[src/fault_status_params.svh]
/*
 Register offsets, field positions, reset values
 and thresholds of the fault status byte block.
 Assumes inclusion by bare name from design files.
*/
`ifndef FAULT_STATUS_PARAMS_SVH
`define FAULT_STATUS_PARAMS_SVH

// Byte offsets on the register bus
`define OFS_CTRL        6'h00
`define OFS_SPEED_LIM   6'h04
`define OFS_STATUS      6'h08
`define OFS_IRQ_STAT    6'h0C
`define OFS_IRQ_MASK    6'h10

// Control register fields
`define CTRL_AUTO_ACK   0
`define CTRL_REPORT_EN  1
`define CTRL_EXT_LO     2
`define CTRL_EXT_HI     3
`define CTRL_VAL_LO     4
`define CTRL_VAL_HI     5
`define CTRL_OUT_LO     6
`define CTRL_OUT_HI     8

// Reset values
`define CTRL_RESET      9'h000
`define SPEED_RESET     16'h0000
`define MASK_RESET      8'h00

// Status byte bit positions
`define BIT_INTENS      0
`define BIT_TEMP        1
`define BIT_HW          2
`define BIT_LASER_OFF   3
`define BIT_WARN_INT    4
`define BIT_WARN_SPD    5
`define BIT_WARN_PLS    6

// Intensity limits in percent, temperature band in degC
`define INTENS_MIN_PCT  7'h08
`define INTENS_WARN_PCT 7'h0C
`define TEMP_LOW_C      8'sh00
`define TEMP_HIGH_C     8'sh32

`endif

[src/fault_status_pkg.sv]
/*
 Types of the fault status byte block.
 Assumes fault_status_params.svh holds the numbers.
*/
package fault_status_pkg;

  // Use of the external switching input
  typedef enum logic [1:0] {
    EXT_OFF, EXT_PRESET, EXT_LASER, EXT_ACK
  } ext_func_e;

  // Position shown while no measurement exists
  typedef enum logic [1:0] {
    VAL_ZERO, VAL_ONES, VAL_LAST, VAL_RSVD
  } err_val_e;

  // Register bus answer phase
  typedef enum logic {
    BUS_WAIT, BUS_DONE
  } bus_state_e;

endpackage : fault_status_pkg

[src/fault_latch.sv]
/*
 Latched error bits with manual or automatic clear.
 Assumes a one-cycle acknowledge pulse, one clock.
*/
`timescale 1ns/1ps
module fault_latch (
  // Clock and reset
  input  wire logic       ref_clk,
  input  wire logic       resetn,
  // Control
  input  wire logic       autoAck,
  input  wire logic       ackPulse,
  // Fault causes and latched codes
  input  wire logic [2:0] errCond,
  output logic      [2:0] errLatch
);

  genvar i;
  generate
    for (i = 0; i < 3; i++) begin : g_bit
      // Clear source: cause gone, or acknowledge
      wire clrBit = autoAck ? ~errCond[i] : ackPulse;
      // Set wins over clear, so no event is lost
      wire bitNext = errCond[i] | (errLatch[i] & ~clrBit);
      // One latch per error code
      always_ff @(posedge ref_clk or negedge resetn) begin
        if (!resetn) begin
          errLatch[i] <= 1'b0;
        end else begin
          errLatch[i] <= bitNext; // [RL1] [RL10]
        end
      end
    end
  endgenerate

endmodule : fault_latch

[src/pos_substitute.sv]
/*
 Position output with error value substitution.
 Assumes a valid position whenever no fault is live.
*/
`timescale 1ns/1ps
module pos_substitute (
  // Clock and reset
  input  wire logic        ref_clk,
  input  wire logic        resetn,
  // Selection
  input  wire logic        noMeas,
  input  wire logic [1:0]  valMode,
  // Positions
  input  wire logic [23:0] posIn,
  output logic      [23:0] posOut
);

  logic [23:0] lastValid_reg; // Last good position

  // Substitute chosen by mode
  wire [23:0] substVal =
    (valMode == fault_status_pkg::VAL_ONES) ? 24'hFF_FFFF :
    (valMode == fault_status_pkg::VAL_LAST) ? lastValid_reg :
    24'h00_0000;
  wire [23:0] posNext = noMeas ? substVal : posIn; // [RL8]

  // Hold last good value and register output
  always_ff @(posedge ref_clk or negedge resetn) begin
    if (!resetn) begin
      lastValid_reg <= 24'h00_0000;
      posOut        <= 24'h00_0000;
    end else begin
      if (!noMeas) begin
        lastValid_reg <= posIn;
      end
      posOut <= posNext;
    end
  end

endmodule : pos_substitute

[src/fault_status_byte.sv]
/*
 Fault and warning status byte of a laser distance
 meter, with register bus and interrupt.
 Assumes synchronous inputs on ref_clk and an
 Avalon-MM master that honours waitrequest.
*/
// Function
// [RL1] Manual mode keeps errors until acknowledged
// [RL2] Low received intensity sets bit 0
// [RL3] Temperature outside band sets bit 1
// [RL4] Laser off sets bit 3, informational
// [RL5] Intensity below warning sets bit 4
// [RL6] Speed above limit sets bit 5
// [RL7] Unsure plausibility sets bit 6
// [RL8] Hardware fault sets bit 2, substitutes position
// [RL9] No condition gives all-zero byte
// [RL10] Acknowledge or auto clear removes errors
// [RL11] Byte on bus only when reporting enabled
// [RL12] Warnings follow conditions, byte updates each cycle
`timescale 1ns/1ps
`include "fault_status_params.svh"
module fault_status_byte (
  // Clock and reset
  input  wire logic        ref_clk,
  input  wire logic        resetn,
  // Measurement conditions
  input  wire logic [6:0]  intensityPct,
  input  wire logic        beamLost,
  input  wire logic [7:0]  temperature,
  input  wire logic        hwFault,
  input  wire logic [15:0] speedIn,
  input  wire logic        plausLost,
  input  wire logic [23:0] positionIn,
  // Cyclic output data bits and switching input
  input  wire logic        laserOffCmd,
  input  wire logic        ackBit,
  input  wire logic        switchIn,
  // Cyclic input data and switching output
  output logic      [7:0]  cyclicHigh,
  output logic      [23:0] positionOut,
  output logic             errorOut,
  // Avalon-MM slave
  input  wire logic [5:0]  address,
  input  wire logic        read,
  input  wire logic        write,
  input  wire logic [31:0] writedata,
  output logic      [31:0] readdata,
  output logic             waitrequest,
  // Interrupt
  output logic             irq
);

  // Software state
  logic [8:0]  ctrl_reg;     // Mode settings
  logic [15:0] speedLim_reg; // Zero turns speed check off
  logic [7:0]  irqStat_reg;  // Sticky event bits
  logic [7:0]  irqMask_reg;  // Event enables
  // Block state
  logic [2:0]  warn_reg;     // Live warnings 4..6
  logic        laserOff_reg; // Laser off flag
  logic [7:0]  statusPrev_reg;
  logic        ackPrev_reg;
  logic        switchPrev_reg;
  logic [2:0]  errLatch;     // Latched error codes
  fault_status_pkg::bus_state_e busState;

  // Control fields
  wire       autoAck  = ctrl_reg[`CTRL_AUTO_ACK];
  wire       reportEn = ctrl_reg[`CTRL_REPORT_EN];
  wire [1:0] extFunc  = ctrl_reg[`CTRL_EXT_HI:`CTRL_EXT_LO];
  wire [1:0] valMode  = ctrl_reg[`CTRL_VAL_HI:`CTRL_VAL_LO];
  wire [2:0] outFunc  = ctrl_reg[`CTRL_OUT_HI:`CTRL_OUT_LO];

  // Below 8% bit 0 is set, and bit 4 too unless the beam is lost; the warning
  // is only a notice and never stops the measurement
  // Intensity checks; beam loss counts as error
  wire intensErr  = beamLost |
                    (intensityPct < `INTENS_MIN_PCT); // [RL2]
  wire warnIntens = ~beamLost &
                    (intensityPct < `INTENS_WARN_PCT); // [RL5]
  // Both sides of the band count, low side too
  wire tempBad = ($signed(temperature) < `TEMP_LOW_C) |
                 ($signed(temperature) > `TEMP_HIGH_C); // [RL3]
  // Limit comes from the service tool path only
  wire speedOver = (speedLim_reg != 16'h0000) &
                   (speedIn > speedLim_reg); // [RL6]
  wire laserOff = laserOffCmd |
    (switchIn & (extFunc == fault_status_pkg::EXT_LASER)); // [RL4]

  // Laser off stays out of errCond: it is information,
  // so neither the latch nor the error output sees it
  // Error causes in bit order 0..2
  wire [2:0] errCond   = {hwFault, tempBad, intensErr};
  wire [2:0] warnCond  = {plausLost, speedOver, warnIntens}; // [RL7]
  wire       anyCond   = (|errCond) | (|warnCond) | laserOff;

  // Only a rising edge acknowledges, so a bit left high
  // by the master cannot keep errors cleared for ever
  // Rising edges of bus bit and switching input
  wire busAck = ackBit & ~ackPrev_reg;
  wire extAck = switchIn & ~switchPrev_reg &
                (extFunc == fault_status_pkg::EXT_ACK);
  wire ackPulse = busAck | extAck; // [RL10]

  // Assembled byte, bit 7 unused
  wire [7:0] statusByte = {1'b0, warn_reg, laserOff_reg,
                           errLatch}; // [RL9]

  // Latched error bits
  fault_latch u_latch (
    .ref_clk  (ref_clk),
    .resetn   (resetn),
    .autoAck  (autoAck),
    .ackPulse (ackPulse),
    .errCond  (errCond),
    .errLatch (errLatch)
  );

  // Position with error value; no measurement on these
  pos_substitute u_pos (
    .ref_clk (ref_clk),
    .resetn  (resetn),
    .noMeas  (hwFault | intensErr),
    .valMode (valMode),
    .posIn   (positionIn),
    .posOut  (positionOut)
  );

  // Code 4 takes the latched errors only; laser off never
  // drives the switching output, warnings only by codes 5 and 6
  // Switching output selection
  wire errOutNext =
    (outFunc == 3'h1) ? statusByte[`BIT_TEMP] :
    (outFunc == 3'h2) ? statusByte[`BIT_INTENS] :
    (outFunc == 3'h3) ? statusByte[`BIT_HW] :
    (outFunc == 3'h4) ? (|errLatch) :
    (outFunc == 3'h5) ? statusByte[`BIT_WARN_SPD] :
    (outFunc == 3'h6) ? statusByte[`BIT_WARN_PLS] :
    1'b0;

  // Live bits and cyclic byte, refreshed every cycle
  always_ff @(posedge ref_clk or negedge resetn) begin
    if (!resetn) begin
      warn_reg     <= 3'h0;
      laserOff_reg <= 1'b0;
      cyclicHigh   <= 8'h00;
      errorOut     <= 1'b0;
    end else begin
      warn_reg     <= warnCond; // [RL12]
      laserOff_reg <= laserOff; // [RL4]
      cyclicHigh   <= reportEn ? statusByte : 8'h00; // [RL11]
      errorOut     <= errOutNext;
    end
  end

  // Edge history for acknowledge and events
  always_ff @(posedge ref_clk or negedge resetn) begin
    if (!resetn) begin
      ackPrev_reg    <= 1'b0;
      switchPrev_reg <= 1'b0;
      statusPrev_reg <= 8'h00;
    end else begin
      ackPrev_reg    <= ackBit;
      switchPrev_reg <= switchIn;
      statusPrev_reg <= statusByte;
    end
  end

  // Address compared in full; aliases would hide
  // software that writes to the wrong offset
  // Bus decode: answer in second cycle of a request
  wire reqOn   = read | write;
  wire doWrite = write & ~waitrequest;
  wire selCtrl = (address == `OFS_CTRL);
  wire selSpd  = (address == `OFS_SPEED_LIM);
  wire selStat = (address == `OFS_STATUS);
  wire selIrqS = (address == `OFS_IRQ_STAT);
  wire selIrqM = (address == `OFS_IRQ_MASK);
  // Unmapped reads give zero
  wire [31:0] readMux =
    selCtrl ? {23'h00_0000, ctrl_reg} :
    selSpd  ? {16'h0000, speedLim_reg} :
    selStat ? {24'h00_0000, statusByte} :
    selIrqS ? {24'h00_0000, irqStat_reg} :
    selIrqM ? {24'h00_0000, irqMask_reg} :
    32'h0000_0000;

  // Fixed answer time keeps the master simple; the cost
  // is one idle cycle between back-to-back requests
  // Handshake: one wait cycle, then a done cycle
  always_ff @(posedge ref_clk or negedge resetn) begin
    if (!resetn) begin
      busState    <= fault_status_pkg::BUS_WAIT;
      waitrequest <= 1'b1;
      readdata    <= 32'h0000_0000;
    end else begin
      case (busState)
        fault_status_pkg::BUS_WAIT: begin
          if (reqOn) begin
            busState    <= fault_status_pkg::BUS_DONE;
            waitrequest <= 1'b0;
            readdata    <= readMux;
          end
        end
        fault_status_pkg::BUS_DONE: begin
          // Master releases after this edge
          busState    <= fault_status_pkg::BUS_WAIT;
          waitrequest <= 1'b1;
        end
        default: begin
          busState    <= fault_status_pkg::BUS_WAIT;
          waitrequest <= 1'b1;
        end
      endcase
    end
  end

  // Unmapped offsets fall through every select and
  // are dropped without any error answer
  // Software writes take effect on the done edge
  always_ff @(posedge ref_clk or negedge resetn) begin
    if (!resetn) begin
      ctrl_reg     <= `CTRL_RESET;
      speedLim_reg <= `SPEED_RESET;
      irqMask_reg  <= `MASK_RESET;
    end else if (doWrite) begin
      if (selCtrl) begin
        ctrl_reg <= writedata[8:0];
      end
      if (selSpd) begin
        speedLim_reg <= writedata[15:0];
      end
      if (selIrqM) begin
        irqMask_reg <= writedata[7:0];
      end
    end
  end

  // Events are edges of the assembled byte, so a bit that
  // stays latched raises one event, not one per cycle
  // Events: any status bit rising
  wire [7:0] events = statusByte & ~statusPrev_reg;
  wire [7:0] w1c = (doWrite & selIrqS) ? writedata[7:0] : 8'h00;
  // A new event outranks a clear in the same cycle
  wire [7:0] irqStatNext = events | (irqStat_reg & ~w1c);

  // irq is taken from the next status, so it rises on
  // the same edge as the sticky bit that causes it
  // Sticky status and level interrupt
  always_ff @(posedge ref_clk or negedge resetn) begin
    if (!resetn) begin
      irqStat_reg <= 8'h00;
      irq         <= 1'b0;
    end else begin
      irqStat_reg <= irqStatNext;
      irq         <= |(irqStatNext & irqMask_reg);
    end
  end
endmodule : fault_status_byte

[config.mk]
export PLATFORM = sky130hd
export DESIGN_NAME = fault_status_byte
export DESIGN_NICKNAME = d
export VERILOG_FILES = /design/src/fault_status_pkg.sv /design/src/fault_latch.sv /design/src/pos_substitute.sv /design/src/fault_status_byte.sv
export VERILOG_INCLUDE_DIRS = /design/src
export SDC_FILE = /design/constraint.sdc
export NUM_CORES = 1
export LEC_CHECK = 0
export BUFFER_PORTS_ARGS = -buffer_cell sky130_fd_sc_hd__buf_2
export CAP_MARGIN = 20
export CORE_ASPECT_RATIO = 0.6
export CORE_MARGIN = 2
export CORE_UTILIZATION = 46
export CTS_CLUSTER_DIAMETER = 150
export DETAILED_ROUTE_END_ITERATION = 8
export GPL_ROUTABILITY_DRIVEN = 0
export PLACE_DENSITY = 0.72
export SYNTH_ARGS = -nofsm -noshare
export SYNTH_HDL_FRONTEND = slang
export SYNTH_SLANG_ARGS = --single-unit
[constraint.sdc]
create_clock -name ref_clk -period 1.8 [get_ports ref_clk]
set_input_delay 0.18 -clock ref_clk [delete_from_list [all_inputs] [get_ports ref_clk]]
set_output_delay 0.18 -clock ref_clk [all_outputs]
set_load 0.05 [all_outputs]
# [Yosys cells after proc, flatten, opt, wreduce, memory -nomap -nowiden]
# Index checks and enable logic that the tools add are counted.
[op_classes] reduce_logical=8 n_bitwise=37 n_eq_ne=15 muxes=23 n_lt_le_gt_ge=5
[op_table] operator="$mux W24" n=3
[op_table] operator="$mux W16" n=2
[op_table] operator="$mux W8" n=4
[op_table] operator="$and A8 B8 Y8" n=2
[op_table] operator="$gt A16 B16 Y1" n=1
[op_table] operator="$reduce_bool A16 Y1" n=1
[op_table] operator="$lt A7 B4 Y1 const B" n=2
[op_table] operator="$eq A6 B4 Y1 const B" n=2
[op_table] operator="$and A1 B1 Y1" n=11
[op_table] operator="$mux W1" n=11
[op_table] operator="$not A1 Y1" n=11
[op_table] operator="$eq A3 B3 Y1 const B" n=3
[op_table] operator="$or A1 B1 Y1" n=9
[op_table] operator="$and A7 B8 Y8" n=1
[op_table] operator="$gt A8 B7 Y1 const B" n=1
[op_table] operator="$lt A8 B1 Y1 const B" n=1
[op_table] operator="$not A7 Y8" n=1
[op_table] operator="$not A8 Y8" n=1
[op_table] operator="$or A8 B8 Y8" n=1
[op_table] operator="$reduce_and A2 Y1" n=4
[op_table] operator="$reduce_or A8 Y1" n=1
[op_table] operator="$mux W7" n=1
[op_table] operator="$eq A2 B2 Y1 const B" n=3
[op_table] operator="$eq A3 B2 Y1 const B" n=2
[op_table] operator="other kinds (8)" n=9
[word_totals] inputBits=103 regBits=148

# [Depth between registers and ports, before layout]
# Gate-level depths: netlist of the first run.
[logic_depth] word_depth=9 mapped_depth=6 depth_no_buf=6

# [Hierarchy]
# From an unflattened synthesis of the first run, not the netlist that was laid out.
[unflattened] cells_unflattened=541 area_unflattened_um2=6510.0
[by_module_without_submodules] mod="fault_status_byte" cells_per_inst=373 area_each_um2=4057.6 seq_area_each_um2=2028.2 instances=1
[by_module_without_submodules] mod="pos_substitute" cells_per_inst=161 area_each_um2=2348.5 seq_area_each_um2=1201.2 instances=1
[by_module_without_submodules] mod="fault_latch" cells_per_inst=7 area_each_um2=103.8 seq_area_each_um2=75.1 instances=1

# [Worst setup path before layout of the first run]
# Ideal clock, no wire load.
[synth_timing] kind="reg2reg" startpoint="register waitrequest" endpoint="register irq" period_less_slack_ns=1.718 setup_slack_ns=0.082 path_buffers=1 arrival_time_ns=1.579 path_stages_with_launch=6 required_ns=1.661 cell_sequence="dfstp_2 -> and4b_1 -> buf_2 -> and4b_1 -> o22ai_1 -> or4_1"
[synth_between] elab_chain_cells=9
[synth_lines] element="start: declaration" line="fault_status_byte.sv:48" rtl="output logic waitrequest,"
[synth_lines] element="start signal: assignment" line="fault_status_byte.sv:194" rtl="waitrequest <= 1'b1;"
[synth_lines] element="start signal: assignment" line="fault_status_byte.sv:201" rtl="waitrequest <= 1'b0;"
[synth_lines] element="start signal: assignment" line="fault_status_byte.sv:208" rtl="waitrequest <= 1'b1;"
[synth_lines] element="$not A1 Y1" line="fault_status_byte.sv:173" rtl="wire doWrite = write & ~waitrequest;"
[synth_lines] element="$and A1 B1 Y1" line="fault_status_byte.sv:173"
[synth_lines] element="$and A1 B1 Y1" line="fault_status_byte.sv:243" rtl="wire [7:0] w1c = (doWrite & selIrqS) ? writedata[7:0] : 8'h00;"
[synth_lines] element="$mux W8" line="fault_status_byte.sv:243"
[synth_lines] element="$not A8 Y8" line="fault_status_byte.sv:245" rtl="wire [7:0] irqStatNext = events | (irqStat_reg & ~w1c);"
[synth_lines] element="$and A8 B8 Y8" line="fault_status_byte.sv:245"
[synth_lines] element="$or A8 B8 Y8" line="fault_status_byte.sv:245"
[synth_lines] element="$and A8 B8 Y8" line="fault_status_byte.sv:256" rtl="irq <= |(irqStatNext & irqMask_reg);"
[synth_lines] element="$reduce_or A8 Y1" line="fault_status_byte.sv:256"
[synth_lines] element="end signal: assignment" line="fault_status_byte.sv:256"
[synth_lines] element="end: declaration" line="fault_status_byte.sv:50" rtl="output logic irq"
# No other way between the ends.
# A chain may end at the register's enable or synchronous reset.

# [Final worst setup path of the first run]
# Same ends and word-level chain as after synthesis.

==> results of run 1 <==
-- repair_timing --
action	4_1_cts	5_1_grt
gates resized for setup	0	2
endpoints found under the hold margin	84	0
setup endpoints to repair	0	19
hold buffers	37	0
setup buffers	0	1
-- through the flow --
stage | instance area [sq um] | std cells | setup slack, ns | util (%)
after CTS | 7963 | 933 | 0.02604 | 62.15
final | 7979 | 934 | 0.05728 | 62.28
after detailed placement | 6983 | 864 | -0.0003939 | 54.50
after global routing | 7979 | 934 | -0.009895 | 62.28
after floorplan | 6075 | 574 | 0.08232 | -
after global placement | 6983 | 864 | 0.04002 | 54.50
-- how the worst min path moves through the flow --
stage,startpoint,end,slack [ns],cells past startpoint
6_report,writedata[14],speedLim_reg[14],0.01,2
5_1_grt,writedata[14],speedLim_reg[14],0.007,2
4_1_cts,writedata[14],speedLim_reg[14],0.003,2
3_5_place_dp,resetn,speedLim_reg[15],0.14,1
3_3_place_gp,resetn,statusPrev_reg[3],0.14,1
2_1_floorplan,resetn,ackPrev_reg,-0.12,0
-- cell families after synthesis --
| logic type | share of synthesized area [%] |
|---|---|
| DFF | 54.94 |
| adders and majority gates | 3.328 |
| buffers and inverters | 7.052 |
| and+or+nand+nor | 12.73 |
| other | 0.06235 |
| AOI/OAI and AO/OA | 15.14 |
| muxes | 6.740 |
-- power by group --
group / total, mW / switching (mW) / internal [mW]
registers: 3.58 / 0.246 / 3.33
clock network: 3.55 / 1.31 / 2.24
logic: 1.92 / 1.28 / 0.638
-- cells in the mapped netlist (all sizes together), types with 3 or more instances --
cell type and n:
and2 8, a21o 9, mux2 33, nand2 57, nor2 22, and3 3, ha 16, o32ai 6
nor4 6, buf 25, nor3 5, nand4 5, clkbuf 17, inv 45, nand3 8, dfrtp 131
o22ai 5, o21ai 60, a221oi 8, a222oi 6, or4 3, nor2b 11, a21oi 35, and4b 8
-- per-layer routing --
| metal | routed length (microns) | GRT usage (%) |
|---|---|---|
| met1 | 7358 | 34.99 |
| met3 | 1406 | 6.502 |
| met2 | 7188 | 36.05 |
| met5 | 0 | 0 |
| met4 | 181 | 6.790 |
-- area by class of cell --
type | instances | share of cell area (%)
Sequential cell | 132 | 41.41
Timing Repair Buffer | 200 | 16.48
Inverter | 46 | 2.164
Multi-Input combinational cell | 354 | 29.64
Clock buffer | 19 | 5.677
Tap cell | 170 | 2.666
Clock inverter | 13 | 1.960
==> impl_metrics.py, run 1 <==
metrics = {
    "critical_path": {
        "crit_required_ns": 2.08,
        "slowest_stage": "or4_1",
        "crit_start": "waitrequest",
        "crit_chain": "and4b_1 > buf_4 > and4b_1 > o22ai_1 > or4_1",
        "cp_slowest_stage_delay_ns": 0.46,
        "arrival_ns": 2.02,
        "critPathCapture": "irq",
        "critPathMaxFanout": 6,
        "path_class": "flip-flop to flip-flop",
        "start_kind": "flip-flop",
        "critPathTopFamily": "simple AND/OR/NAND/NOR gates",
        "crit_top_cell": "and4b_1",
        "path_buf_inv": 1,
        "worstSetupEndpointType": "flip-flop",
        "r2r_cells": 5,
        "regToRegStartpoint": "waitrequest",
        "r2r_end": "irq",
        "path_depth": 5,
        "rrSetupSlack_ns": 0.06,
    },
    "sta": {
        "tightest_slew_ns": 0.6528,
        "hold_slack_ns": 0.01212,
        "finalCritPeriodShare_pct": 96.82,
        "final_hold_viol_count": 0,
        "fin_skew_ns": 0.01072,
        "min_period_ns": 1.743,
        "setup_viol": 0,
        "setup_tns_ns": 0,
        "slew_viol_final": 0,
        "fmax_mhz": 573.8,
        "slew_headroom_pct": 56.08,
    },
    "clocking": {
        "clkSlewWorstSetupHoldPaths_ns": 0.06,
        "cts.sinks": 132,
        "htree_levels": 4,
        "clk_path_buf_depth": 2,
        "cts_tree": "built",
        "numCtsBuffers": 17,
        "clk_latency_ns": 0.42,
        "cts_root_buffer": "clkbuf_16",
    },
    "placement": {
        "io_buffers": 134,
        "detailed_place_hpwl_mm": 11.43,
    },
    "route": {
        "dr.pass1.iters": 5,
        "drt-total-wl_mm": 16.13,
        "drcViolationCount": 0,
        "wl_per_cell_microns": 17.27,
        "vias": 5005,
        "postRouteAntennaNets": 0,
        "vias_per_cell": 5.359,
        "drt-initial-drc-count": 466,
    },
    "hold_path": {
        "holdCritPathClass": "primary input to flip-flop",
    },
    "synth": {
        "synthesis.area_sq_um": 6015,
        "postSynthAreaPerCell_sq_um": 10.78,
        "ys_seq_area_share_pct": 54.94,
        "ys_ff_latch": 132,
        "synth_cells": 558,
        "synth.distinct_cells": 56,
        "yosysWarningCount": 0,
        "synth_top_cell_by_area": "dfrtp_1",
        "synth_edf_count": 0,
        "synth_top_area_share_pct": 54.50,
        "synthTopCellsByArea": "dfrtp_1 55%, o21ai_0 4.9%, nand2_1 3.4%",
        "ys_async_sr_fraction_pct": 100.0,
        "synthFlopType": "dfrtp_1",
    },
    "global_route": {
        "grt_max_degree": 73,
        "antenna_found_initial": 0,
        "grtUsageTotal_pct": 24.21,
        "grt_pass1_wl_mm": 25.67,
        "first_global_vias": 5000,
        "gr-total-overflow": 0,
    },
    "run_status": {
        "outcome": "completed",
    },
    "final_layout": {
        "syn_to_final_growth_pct": 32.66,
        "layout-drive-gt1-share_pct": 30.37,
        "fillCellCount": 1013,
        "final_cell_mix": "133 x buf_2, 131 x dfrtp_1, 59 x o21ai_0",
        "layout.cells.most_common": "buf_2",
        "final_nets": 870,
        "num_antenna_cells": 0,
        "multiInputGateArea_sq_um": 2365,
        "regArea_sq_um": 3304,
    },
    "job": {
        "maxCapViolCount": 0,
    },
    "power": {
        "ir_drop_uv": 685.9,
        "power.total_mw": 9.053,
        "power.density_nw_per_um2": 1135,
        "p_leak_nw": 3.979,
    },
    "floorplan": {
        "core_region_area_sq_um": 12810,
        "fp.dieArea_sq_um": 14040,
        "die_h_microns": 92.57,
        "start_util_pct": 46.94,
        "die_w_microns": 151.6,
        "rows": 32,
        "io_pins": 170,
    },
}
(Power assumes the default switching activity.)
==> run 2: changes to the inputs <==
- clock period: 1.8 -> 1.77 ns (I/O delays scaled with it)
==> run 2 against run 1 <==
Clock power decreased by 11%. Non-clock buffer count increased by 6. Sequential share of layout area increased by 0.19 points. Highest routed layer unchanged. Register-to-register slack about the same. Via count increased by 2.0%. First-iteration DRC count decreased by 12%. Cell area decreased by 0.45%. Routed wire length increased by 2.5%. Global-route usage increased by 0.53 points. Critical path depth decreased by 1. Worst hold slack got worse by 0.0024 ns. Maximum frequency increased by 2.2%.
==> impl_metrics.py, run 2 (same netlist as run 1, synthesis figures left out) <==
metrics = {
    "run_status": {
        "outcome": "completed",
    },
    "final_layout": {
        "syn_to_final_growth_pct": 32.06,
        "fillCellCount": 1060,
        "layout-drive-gt1-share_pct": 30.78,
        "finish.instance_area_sq_um": 7943,
        "layout.cells.most_common": "buf_2",
        "num_antenna_cells": 0,
        "final_cell_mix": "133 x buf_2, 131 x dfrtp_1, 59 x o21ai_0",
        "final_nets": 876,
        "fin_cells": 940,
    },
    "power": {
        "swShare_pct": 33.35,
        "pwr-share-comb_pct": 22.9,
        "power.density_nw_per_um2": 1107,
        "seqPwrFrac_pct": 41.2,
        "ir_drop_uv": 672.4,
        "p_leak_nw": 3.965,
        "p_switching_mw": 2.932,
        "internal-power_mw": 5.859,
        "power.share.clock_pct": 35.9,
    },
    "floorplan": {
        "io_pins": 170,
        "die_w_microns": 151.6,
        "die_h_microns": 92.57,
        "start_util_pct": 46.94,
        "fp.dieArea_sq_um": 14040,
        "rows": 32,
        "core_region_area_sq_um": 12810,
    },
    "sta": {
        "tightest_slew_ns": 0.6202,
        "slew_viol_final": 0,
        "setup_viol": 0,
        "slew_headroom_pct": 58.27,
        "rsz0062_at_grt": "false",
        "finalCritPeriodShare_pct": 96.30,
        "fin_skew_ns": 0.01049,
        "final_hold_viol_count": 0,
        "fmax_mhz": 586.7,
        "min_period_ns": 1.705,
        "setup_tns_ns": 0,
    },
    "clocking": {
        "cts_tree": "built",
        "cts_root_buffer": "clkbuf_16",
        "htree_levels": 4,
        "numCtsBuffers": 17,
        "clkSlewWorstSetupHoldPaths_ns": 0.06,
        "cts.sinks": 132,
        "clk_latency_ns": 0.41,
        "clk_path_buf_depth": 2,
    },
    "route": {
        "drcViolationCount": 0,
        "postRouteAntennaNets": 0,
        "dr.pass1.iters": 5,
        "wl_met2_mm": 7.450,
        "dr_wl_met3_mm": 1.478,
        "highest_layer": "met4",
        "met1_length_mm": 7.244,
        "vias_per_cell": 5.429,
        "wl_per_cell_microns": 17.60,
        "drt-initial-drc-count": 409,
        "drt-total-wl_mm": 16.54,
        "vias": 5103,
    },
    "critical_path": {
        "worstSetupEndpointType": "flip-flop",
        "start_kind": "flip-flop",
        "critPathMaxFanout": 8,
        "arrival_ns": 1.99,
        "path_class": "flip-flop to flip-flop",
        "crit_required_ns": 2.05,
    },
    "placement": {
        "detailed_place_hpwl_mm": 11.91,
        "placed_area_sq_um": 7015,
        "dp.cells": 870,
        "io_buffers": 134,
    },
    "global_route": {
        "grt_max_degree": 73,
        "grtUsageTotal_pct": 24.74,
        "antenna_found_initial": 0,
        "grt_pass1_wl_mm": 26.19,
        "first_global_vias": 5116,
        "gr-total-overflow": 0,
    },
    "hold_path": {
        "holdCritPathClass": "primary input to flip-flop",
    },
    "job": {
        "maxCapViolCount": 0,
    },
}
[run 2: cell types whose count changed in the layout (fill, tap and decap cells not counted), sizes merged]
cell         change
bufinv           -3
clkinvlp         +1
inv              +2
dlygate4sd3      +1
buf              +5
clkbuf           -1
clkinv           +1
[run 2: power by group through the flow]
| stage | Combinational, mW | Sequential [mW] | Clock, mW |
|---|---|---|---|
| after global placement | 1.87 | 3.65 | 0 |
| after CTS | 2.00 | 3.62 | 3.23 |
| final | 2.01 | 3.62 | 3.16 |
| after detailed placement | 1.92 | 3.67 | 0 |
| after global routing | 2.16 | 3.67 | 3.36 |
| after floorplan | 0.726 | 4.16 | 0 |
[run 2: what timing repair did]
action | in CTS | in global routing
hold buffers | 38 | 0
gates cloned | 0 | 0
pin swaps | 0 | 4
endpoints found under the hold margin | 84 | 0
gates resized for setup | 1 | 2
buffers inserted | 0 | 0
endpoints found under the setup margin | 1 | 2
[run 2: area by class of cell]
cell class / instances / area, sq um / share of cell area (%)
clock inverter: 14 / 107.6 / 1.355
sequential: 132 / 3304 / 41.60
tap: 170 / 212.7 / 2.678
clock buffer: 18 / 429.2 / 5.403
timing repair buffer: 206 / 1350 / 17.00
inverter: 46 / 172.7 / 2.174
multi-input combinational: 354 / 2366 / 29.79
[run 2: path summary, 6_finish.rpt]
| check | startpoint | end | slack, ns | depth (start not counted) |
|---|---|---|---|---|
| max | waitrequest | irq | 0.07 | 4 |
| max reg2reg | waitrequest | irq | 0.07 | 4 |
| min | positionIn[6] | u_pos.posOut[6] | 0.01 | 3 |
| min reg2reg | warn_reg[2] | statusPrev_reg[6] | 0.44 | 0 |
| max in group asynchronous | resetn | irqStat_reg[4] | 0.88 | 3 |
| min in group asynchronous | resetn | speedLim_reg[15] | 0.25 | 2 |
[run 2: worst max-delay path: stages, from the launching register on]
cell and delay [ns]:
dfstp_2 0.38, and4b_4 0.40, and4b_1 0.24, o22ai_2 0.10, or4_1 0.47
[run 2: routing by layer]
layer	global-route usage [%]	vias to the layer above
met4	8.488	0
met3	7.488	37
met5	0	-
met1	34.87	2493
li1	-	2332
met2	36.54	241
[run 2: stage by stage]
step	total power [mW]	util, %	setup slack, ns	hold slack, ns
6_report	8.791	61.99	0.06546	0.009716
2_1_floorplan	4.888	-	0.05232	-0.1186
5_1_grt	9.183	61.99	0.02337	0.02078
3_3_place_gp	5.515	54.76	0.008478	0.1405
4_1_cts	8.845	61.92	0.01318	0.005784
3_5_place_dp	5.595	54.76	-0.03855	0.1432
==> run 3: changes to the inputs <==
- CELL_PAD_IN_SITES_DETAIL_PLACEMENT: default -> 1
- CELL_PAD_IN_SITES_GLOBAL_PLACEMENT: default -> 1
- CORE_UTILIZATION: 46 -> 35
- PLACE_DENSITY: 0.72 -> default
- PLACE_DENSITY_LB_ADDON: default -> 0.1
==> run 3 against run 2 <==
Global-route usage fell by 3.8 points. Critical path depth did not move. Clock power rose by 15%. Sequential power barely moved. Register-to-register slack barely moved. Largest power group unchanged. Highest routed layer unchanged. First-iteration DRC count fell by 45%. Worst setup slack got worse by 0.011 ns. Critical path type unchanged. Worst hold slack improved by 0.0028 ns.
==> impl_metrics.py, run 3 (same netlist as run 1, synthesis figures left out) <==
metrics = {
    "route": {
        "vias_per_cell": 4.958,
        "dr.pass1.iters": 4,
        "postRouteAntennaNets": 0,
        "wl_per_cell_microns": 18.11,
        "drt-initial-drc-count": 226,
        "drcViolationCount": 0,
        "vias": 4973,
        "drt-total-wl_mm": 18.16,
    },
    "clocking": {
        "htree_levels": 4,
        "clk_latency_ns": 0.42,
        "clk_path_buf_depth": 2,
        "cts.sinks": 132,
        "numCtsBuffers": 17,
        "clkSlewWorstSetupHoldPaths_ns": 0.06,
        "cts_root_buffer": "clkbuf_16",
        "cts_tree": "built",
    },
    "placement": {
        "dp.cells": 934,
        "placed_area_sq_um": 7108,
        "pre_cts_slack_ns": -0.03575,
        "detailed_place_hpwl_mm": 12.98,
        "io_buffers": 134,
    },
    "critical_path": {
        "path_class": "flip-flop to flip-flop",
        "start_kind": "flip-flop",
        "cp_slowest_stage_delay_ns": 0.54,
        "crit_start": "waitrequest",
        "arrival_ns": 1.99,
        "critPathMaxFanout": 8,
        "critPathTopFamily": "simple AND/OR/NAND/NOR gates",
        "crit_required_ns": 2.04,
        "regToRegStartpoint": "waitrequest",
        "path_buf_inv": 0,
        "slowest_stage": "or4_1",
        "crit_chain": "and4b_2 > and4b_1 > o22ai_1 > or4_1",
        "worstSetupEndpointType": "flip-flop",
    },
    "floorplan": {
        "die_h_microns": 105.5,
        "core_region_area_sq_um": 16990,
        "io_pins": 170,
        "die_w_microns": 173.2,
        "fp.dieArea_sq_um": 18280,
        "rows": 37,
        "start_util_pct": 35.40,
    },
    "final_layout": {
        "layout-drive-gt1-share_pct": 31.60,
        "fin_cells": 1003,
        "final_cell_mix": "133 x buf_2, 131 x dfrtp_1, 59 x o21ai_0",
        "final_nets": 875,
        "finish.instance_area_sq_um": 8122,
        "num_antenna_cells": 0,
        "syn_to_final_growth_pct": 35.03,
        "layout.cells.most_common": "buf_2",
        "fin_util_pct": 47.80,
        "fillCellCount": 1907,
    },
    "global_route": {
        "grt_pass1_wl_mm": 29.50,
        "gr-total-overflow": 0,
        "grtUsageTotal_pct": 20.94,
        "first_global_vias": 5375,
        "antenna_found_initial": 0,
        "grt_max_degree": 73,
    },
    "power": {
        "p_leak_nw": 4.005,
        "ir_drop_uv": 582.5,
        "power.density_nw_per_um2": 1142,
    },
    "sta": {
        "setup_viol": 0,
        "slew_viol_final": 0,
        "tightest_slew_ns": 0.6474,
        "final_hold_viol_count": 0,
        "rsz0062_at_grt": "false",
        "min_period_ns": 1.716,
        "fin_skew_ns": 0.008959,
        "setup_tns_ns": 0,
        "slew_headroom_pct": 56.75,
        "fmax_mhz": 582.7,
        "finalWorstSetupSlack_ns": 0.05398,
        "finalCritPeriodShare_pct": 96.95,
    },
    "job": {
        "maxCapViolCount": 0,
    },
    "hold_path": {
        "holdCritPathClass": "primary input to flip-flop",
        "hp-start": "positionIn[8]",
    },
    "run_status": {
        "outcome": "completed",
    },
}
-- run 3: cell count changes in the layout (fill, tap and decap cells not counted), sizes merged --
cell and delta:
bufinv +3, clkinvlp -2, dlygate4sd3 -4, clkinv -1
buf +3
-- run 3: repair_timing --
item,4_1_cts,5_1_grt
cloned,0,0
hold endpoints to repair,141,0
pin swaps,0,3
setup endpoints to repair,1,2
buffers inserted,0,3
gates resized for setup,1,5
hold buffers,34,0
-- run 3: layout make-up --
cell class,count,area [sq um],area share [%]
clock buffer,18,429.2,5.284
sequential,132,3304,40.69
multi-input combinational,354,2400,29.55
clock inverter,14,177.7,2.188
tap,234,292.8,3.605
inverter,46,172.7,2.126
timing repair buffer,205,1345,16.56
-- run 3: power breakdown --
part | switching, mW | internal (mW)
Clock | 1.39 | 2.23
Sequential | 0.230 | 3.39
Combinational | 1.36 | 0.678
-- run 3: tightest hold or removal path, stage by stage --
cell and delay (ns):
buf_2 0.08, nand2_1 0.06, o21ai_0 0.07
-- run 3: path summary, 6_finish.rpt --
path                                     endpoint  slack [ns]  cells after the start
worst max register to register                irq        0.05                      4
worst min register to register  statusPrev_reg[4]        0.43                      0
worst min-delay path              u_pos.posOut[8]        0.01                      3
worst max-delay path                          irq        0.05                      4
min in group asynchronous         u_pos.posOut[4]        0.21                      2
max in group asynchronous           cyclicHigh[4]        0.95                      3
-- run 3: metrics by stage --
step	hold slack (ns)	power, mW
after floorplan	-0.1186	4.888
after global placement	0.08208	5.557
after detailed placement	0.08616	5.621
after CTS	0.00003444	9.366
after global routing	0.01123	9.753
final	0.01253	9.274
-- run 3: routing by layer --
| metal | share of wire, % | global-route usage [%] | vias up |
|---|---|---|---|
| met5 | 0 | 0 | - |
| met4 | 1.0 | 5.751 | 0 |
| met3 | 7.4 | 5.700 | 18 |
| met2 | 45 | 32.46 | 154 |
| met1 | 46 | 28.96 | 2469 |
| li1 | - | - | 2332 |
